$ cat config.mk
export PLATFORM = sky130hd
export DESIGN_NAME = brt_regbank
export DESIGN_NICKNAME = d
export VERILOG_FILES = /design/src/logic/brt_pkg.sv /design/src/logic/brt_regbank.sv /design/src/logic/brt_reg_cell.sv
export SDC_FILE = /design/constraint.sdc
export NUM_CORES = 1
export LEC_CHECK = 0
export BUFFER_PORTS_ARGS = -buffer_cell sky130_fd_sc_hd__buf_2
export CORE_ASPECT_RATIO = 1.5
export CORE_MARGIN = 2
export CORE_UTILIZATION = 30
export CTS_CLUSTER_DIAMETER = 120
export DETAILED_ROUTE_END_ITERATION = 16
export GPL_TIMING_DRIVEN = 0
export PLACE_DENSITY = 0.54
export SYNTH_ARGS = -nofsm -noshare
export SYNTH_HDL_FRONTEND = slang
export SYNTH_SLANG_ARGS = --single-unit
export TNS_END_PERCENT = 1
$ cat constraint.sdc
create_clock -name core_clk -period 5.5 [get_ports core_clk]
set_input_delay 1.1 -clock core_clk [delete_from_list [all_inputs] [get_ports core_clk]]
set_output_delay 1.1 -clock core_clk [all_outputs]
set_load 0.1 [all_outputs]
$ cat src/logic/brt_pkg.sv
package brt_pkg;
    // ------------------------------------------------------------
    // Register map
    // ------------------------------------------------------------
    localparam logic [7:0] BRT_ADDR_NORMAL  = 8'h35;
    localparam logic [7:0] BRT_ADDR_STANDBY = 8'h36;
    localparam logic [7:0] BRT_ADDR_SLEEP   = 8'h37;
    localparam logic [7:0] BRT_ADDR_MODE    = 8'h38;
    localparam logic [7:0] BRT_ADDR_CONFIG  = 8'h39;
    localparam logic [7:0] BRT_ADDR_FIRST   = BRT_ADDR_NORMAL;
    localparam logic [7:0] BRT_ADDR_LAST    = BRT_ADDR_CONFIG;
    localparam int         BRT_NUM_REGS     = 5;

    // ------------------------------------------------------------
    // Field layout and reset values
    // ------------------------------------------------------------
    localparam int         BRT_SETPT_W      = 6;
    localparam int         BRT_RANGE_BIT    = 6;
    localparam logic [7:0] BRT_SETPT_WMASK  = 8'h3f;
    localparam logic [7:0] BRT_MODE_WMASK   = 8'h2f;
    localparam logic [7:0] BRT_CONFIG_WMASK = 8'hfd;
    localparam logic [7:0] BRT_RESET_VAL    = 8'h00;
    localparam logic [7:0] BRT_ZERO_BYTE    = 8'h00;

    typedef enum logic [1:0] {
        BRT_OP_NORMAL,
        BRT_OP_STANDBY,
        BRT_OP_SLEEP
    } brt_op_state_e;

    typedef struct packed {
        logic       write;
        logic       read;
        logic [7:0] addr;
        logic [7:0] wdata;
    } brt_req_s;

    typedef struct packed {
        logic [6:0] voltageCode;
        logic       sleepPfm;
        logic [3:0] switchingMode;
        logic       currentLimitLow;
        logic [1:0] frequencySel;
        logic [1:0] phaseSel;
        logic [1:0] slewSpeedSel;
    } brt_ctrl_s;

    function automatic logic [7:0] brt_mask_write(input logic [7:0] oldV,
                                                  input logic [7:0] newV,
                                                  input logic [7:0] mask);
        brt_mask_write = (oldV & ~mask) | (newV & mask);
    endfunction : brt_mask_write
endpackage : brt_pkg

$ cat src/logic/brt_regbank.sv
`timescale 1ns/1ps
// Operation
// - The five control registers sit at consecutive bus addresses 0x35 to 0x39.
// - Register 0x35 holds a writable 6-bit normal set-point in bits 5:0, reset zero.
// - Bit 6 of 0x35 is the read-only range bit, loaded only at configuration time.
// - Register 0x36 holds a writable 6-bit standby set-point in bits 5:0, reset zero.
// - Bit 6 of 0x36 and 0x37 is read-only and mirrors the configured range bit.
// - Register 0x37 holds a writable 6-bit sleep set-point in bits 5:0, reset zero.
// - Bit 7 of all three set-point registers is unused and reads zero.
// - Register 0x38 bits 3:0 are the writable switching mode passed to the regulator.
// - Bit 5 of 0x38 picks sleep behaviour, 0 off and 1 pulse-frequency, reset zero.
// - Bits 4, 6 and 7 of 0x38 are unused and read zero.
// - Bit 0 of 0x39 selects current limit, 0 high and 1 low, reset zero.
// - Bits 3:2 of 0x39 are the writable switching frequency selector, reset zero.
// - Bits 5:4 of 0x39 are the writable phase clock selector, reset zero.
// - Bits 7:6 of 0x39 are the writable voltage slew speed selector, reset zero.
module brt_regbank
    import brt_pkg::*;
(
    input  wire logic          core_clk,   // Logic clock, 40 MHz
    input  wire logic          reset,      // Async reset, active high
    input  wire brt_req_s      req,        // Register access from the serial slave
    output logic        [7:0]  rdData,     // Read byte, registered
    output logic               rdValid,    // Read data valid pulse
    input  wire logic          cfgLoad,    // Configuration load strobe
    input  wire logic          cfgRange,   // Range bit from fuse or trial config
    input  wire brt_op_state_e opState,    // Current operating state
    output brt_ctrl_s          ctrl        // Controls to the regulator
);
    // ------------------------------------------------------------
    // Address decode
    // ------------------------------------------------------------
    logic [BRT_NUM_REGS-1:0] wrSel;
    logic [7:0]              regVal [BRT_NUM_REGS];
    logic [7:0]              normalV;
    logic [7:0]              standbyV;
    logic [7:0]              sleepV;
    logic [7:0]              modeV;
    logic [7:0]              configV;
    logic                    inMap;
    logic [2:0]              regIdx;

    assign inMap  = (req.addr >= BRT_ADDR_FIRST) && (req.addr <= BRT_ADDR_LAST);
    assign regIdx = 3'(req.addr - BRT_ADDR_FIRST);

    localparam logic [7:0] WMASKS [BRT_NUM_REGS] = '{BRT_SETPT_WMASK, BRT_SETPT_WMASK,
                                                    BRT_SETPT_WMASK, BRT_MODE_WMASK,
                                                    BRT_CONFIG_WMASK};

    // ------------------------------------------------------------
    // Writable storage
    // ------------------------------------------------------------
    genvar gi;
    generate
        for (gi = 0; gi < BRT_NUM_REGS; gi++) begin : gReg
            assign wrSel[gi] = req.write && inMap && (regIdx == 3'(gi));
            brt_reg_cell #(
                .WMASK (WMASKS[gi])
            ) uCell (
                .core_clk (core_clk),
                .reset    (reset),
                .wrEn     (wrSel[gi]),
                .wrData   (req.wdata),
                .value    (regVal[gi])
            );
        end
    endgenerate

    // ------------------------------------------------------------
    // Range bit, loaded only by configuration
    // ------------------------------------------------------------
    logic rangeBit_q;
    logic rangeBit_d;

    // Host writes never reach this bit
    assign rangeBit_d = cfgLoad ? cfgRange : rangeBit_q;

    always_ff @(posedge core_clk or posedge reset) begin
        if (reset) begin
            rangeBit_q <= BRT_RESET_VAL[BRT_RANGE_BIT];
        end else begin
            rangeBit_q <= rangeBit_d;
        end
    end

    // ------------------------------------------------------------
    // Read-back images
    // ------------------------------------------------------------
    assign normalV  = {1'b0, rangeBit_q, regVal[0][BRT_SETPT_W-1:0]};
    assign standbyV = {1'b0, rangeBit_q, regVal[1][BRT_SETPT_W-1:0]};
    assign sleepV   = {1'b0, rangeBit_q, regVal[2][BRT_SETPT_W-1:0]};
    assign modeV    = regVal[3] & BRT_MODE_WMASK;
    assign configV  = regVal[4];

    logic [7:0] rdMux;
    assign rdMux = !inMap                     ? BRT_ZERO_BYTE :
                   (req.addr == BRT_ADDR_NORMAL)  ? normalV  :
                   (req.addr == BRT_ADDR_STANDBY) ? standbyV :
                   (req.addr == BRT_ADDR_SLEEP)   ? sleepV   :
                   (req.addr == BRT_ADDR_MODE)    ? modeV    : configV;

    logic [7:0] rdData_q;
    logic       rdValid_q;

    always_ff @(posedge core_clk or posedge reset) begin
        if (reset) begin
            rdData_q  <= BRT_ZERO_BYTE;
            rdValid_q <= 1'b0;
        end else begin
            rdValid_q <= req.read;
            if (req.read) begin
                rdData_q <= rdMux;
            end
        end
    end

    assign rdData  = rdData_q;
    assign rdValid = rdValid_q;

    // ------------------------------------------------------------
    // Regulator controls
    // ------------------------------------------------------------
    logic [7:0] activeV;
    // Host is trusted to keep codes under 64 for sub-2 V outputs; no clamp here
    assign activeV = (opState == BRT_OP_STANDBY) ? standbyV :
                     (opState == BRT_OP_SLEEP)   ? sleepV   : normalV;

    brt_ctrl_s ctrl_q;

    always_ff @(posedge core_clk or posedge reset) begin
        if (reset) begin
            ctrl_q <= '0;
        end else begin
            ctrl_q.voltageCode     <= activeV[BRT_RANGE_BIT:0];
            ctrl_q.switchingMode   <= modeV[3:0];
            ctrl_q.sleepPfm        <= modeV[5];
            ctrl_q.currentLimitLow <= configV[0];
            ctrl_q.frequencySel    <= configV[3:2];
            ctrl_q.phaseSel        <= configV[5:4];
            ctrl_q.slewSpeedSel    <= configV[7:6];
        end
    end

    assign ctrl = ctrl_q;
endmodule : brt_regbank

$ cat src/logic/brt_reg_cell.sv
`timescale 1ns/1ps
module brt_reg_cell
    import brt_pkg::*;
#(
    parameter logic [7:0] WMASK = 8'hff
) (
    input  wire logic       core_clk, // Logic clock
    input  wire logic       reset,    // Async reset
    input  wire logic       wrEn,     // Write strobe for this register
    input  wire logic [7:0] wrData,   // Host write byte
    output logic      [7:0] value     // Stored writable bits
);
    logic [7:0] value_q;
    logic [7:0] value_d;

    // Bits outside the mask keep reset value, so they read zero
    assign value_d = wrEn ? brt_mask_write(value_q, wrData, WMASK) : value_q;

    always_ff @(posedge core_clk or posedge reset) begin
        if (reset) begin
            value_q <= BRT_RESET_VAL;
        end else begin
            value_q <= value_d;
        end
    end

    assign value = value_q;
endmodule : brt_reg_cell

==> results_dict.tcl <==
set metrics [dict create \
    dieHeight_um 118 \
    dr.pass1.iters 4 \
    critPathMaxFanout 8 \
    port_buffers 50 \
    start_util_pct 31.0 \
    ctsLongestPathBuffers 2 \
    slew_headroom_pct 50.0 \
    ys_async_sr_fraction_pct 100 \
    irDropWorstVdd_uv 159 \
    grt_pass1_wl_um 10300 \
    ios 52 \
    ys_types 36 \
    holdWs_ps 397 \
    finClkSkew_ps 3.57 \
    hp-class "flop to flop" \
    hold_end "ctrl[7]" \
    fp.dieArea_mm2 0.00947 \
    worst_slew_pin_slew_ps 748 \
    synthCells 207 \
    maxCapViolations 0 \
    avgSynthCellArea_um2 12.6 \
    fin_crit_sh_pct 52.0 \
    arrival_ps 3070 \
    fin_crit_ps 2860 \
    rows 41 \
    critPathTopFamily "simple AND/OR/NAND/NOR gates" \
    grt_overflow 0 \
    remaining_drc_errors 0 \
    track_usage_pct 15.0 \
    root_buffer "clkbuf_16" \
    p_leak_uw 0.00167 \
    powerDensity_mw_per_mm2 348 \
    ys_top_cells_by_area "dfrtp_1 57%, mux2_2 13%, mux2i_1 3.1%, o32ai_1 2.4%, nor2b_1 1.7%" \
    hold_depth 0 \
    crit_type "primary input to flop" \
    required_ps 5710 \
    synth_seq_cells 59 \
    antenna_found_initial 0 \
    viasPerCell 5.07 \
    slowest_stage "mux2_2" \
    ys_seq_area_share_pct 56.6 \
    cpMostUsedCell "buf_2" \
    start_kind "primary input" \
    max_freq_mhz 350 \
    post_cts_resized 0 \
    routed_wl_um 6550 \
    max_stage_delay_ps 350 \
    p_total_uw 1160 \
    cts.sinks 59 \
    critPathBufInv 2 \
    status "finished clean" \
    r2r-start "gReg[0].uCell.value[3]" \
    design_area_mm2 0.00333 \
    syn_area_mm2 0.00261 \
    syn-num-nets 232 \
    clk_pin_slew_worst_paths_ps 50 \
    cts_made_buffers 9 \
    placedCellCount 365 \
    clock_latency_ps 330 \
    cts_tree "yes" \
    cts-htree-levels 3 \
    hold_start "gReg[3].uCell.value[0]" \
    r2r_slack_ps 4350 \
    finalNetCount 294 \
    crit_start "req[9]" \
    yosysTopAreaCell "dfrtp_1" \
    ff2ff_path_depth 3 \
    diodes 0 \
    postCtsHoldBufs 0 \
    wl_per_cell_um 17.2 \
    ys.warnings.count 0 \
    die_w_um 80.1 \
    drt-initial-drc-count 86 \
    synth_edf_count 0 \
    drtAntennaViolNets 0 \
    hpwl_um 4700 \
    stdcell_count 381 \
    grt_max_degree 43 \
    rsz0062_at_grt "no" \
    hold_viol 0 \
    synth_top_area_share_pct 56.6 \
    via_count 1932 \
    r2r_end "rdData[3]" \
    setup_viol 0 \
    endpoint_kind "flop" \
    fp.coreArea_mm2 0.00841 \
    syn2layout_area_growth_pct 27.5 \
    path_cells "buf_2 -> nor2_1 -> ha_1 -> nand2b_1 -> nor4b_1 -> and2_1 -> buf_2 -> mux2_2" \
    drv_slew 0 \
    placed_area_mm2 0.00301 \
    synthFlopType "dfrtp_1" \
    layout-drive-gt1-share_pct 39.1 \
    place.gp.congestion 0.873 \
    grt_pass1_vias 1991 \
    cts_setup_buffers 0 \
    setup_tns_ps 0 \
]
[state kept, by name (all words and copies together), names as in the netlist]
register,flops
rdValid,1
rdData,8
ctrl,19
rangeBit_q,1
gReg.uCell.value,30
[synth_stat cells, types with 2 or more instances]
cell	count
a2bb2oi_1	4
a221oi_1	4
o21ai_0	4
mux2_2	31
o32ai_1	7
dfrtp_1	59
nand3_1	4
nor3_1	3
buf_2	3
and3_1	5
nor2_1	8
clkbuf_1	5
nor2b_1	7
nand2_1	5
nand2b_1	6
a21o_1	5
a21oi_1	7
a211oi_1	5
nand4_1	2
mux2i_1	8
inv_1	10
[routing by layer]
metal / track usage (%) / wire [um] / up-vias
met5: 0 / 0 / -
li1: - / - / 896
met1: 16.6 / 2550 / 957
met3: 4.89 / 337 / 22
met2: 24.2 / 3330 / 57
met4: 9.53 / 324 / 0
[stage by stage]
stage,setup WS (ps),util [%]
after global routing,2540,39.5
after CTS,2650,39.5
after floorplan,2570,-
after global placement,2170,35.6
final,2640,39.5
after detailed placement,2320,35.8
[worst max path at each step]
stage	end	cells after the start	slack [ps]
global route	gReg[1].uCell.value[0]	8	2540
detailed placement	gReg[1].uCell.value[0]	8	2320
floorplan	gReg[1].uCell.value[0]	8	2570
CTS	gReg[1].uCell.value[0]	8	2650
finish	gReg[1].uCell.value[5]	8	2640
global placement	ctrl[11]	2	2170
[where the power goes]
part	switching, uW	internal, uW
Combinational	91.5	33.0
Clock	189	385
Sequential	8.75	450
[layout by cell type, fill, tap and decap left out, types with 2 or more instances in the layout]
cell and instances:
a211oi_1 5, a21o_1 5, a21oi_1 7, a221oi_1 4
a2bb2oi_1 4, and3_1 5, buf_2 53, clkbuf_1 5
clkbuf_16 9, clkbuf_8 3, clkinv_2 2, dfrtp_1 59
inv_1 9, mux2_2 31, mux2i_1 8, nand2_1 5
nand2b_1 6, nand3_1 4, nand4_1 2, nor2_1 8
nor2b_1 7, nor3_1 3, o21ai_0 4, o32ai_1 7
[cell families (layout without fill, tap and decap cells)]
| logic type | count (synthesis) | after routing | synth area share [%] |
|---|---|---|---|
| multiplexers | 40 | 40 | 16.9 |
| adder cells (fa/ha/maj) | 1 | 1 | 0.480 |
| AO/OA/AOI/OAI | 41 | 41 | 11.5 |
| flip-flops | 59 | 59 | 56.6 |
| AND/OR/NAND/NOR | 48 | 48 | 11.8 |
| buffers and inverters | 18 | 85 | 2.74 |
[cell type report]
class	instances	area, um2
buffer	8	33.8
clock buffer	12	267
clock inverter	4	47.5
fill	854	5090
inverter	10	37.5
multi-input combinational	130	1060
sequential	59	1480
tap	107	134
timing repair buffer	51	270
(Power assumes the default switching activity.)
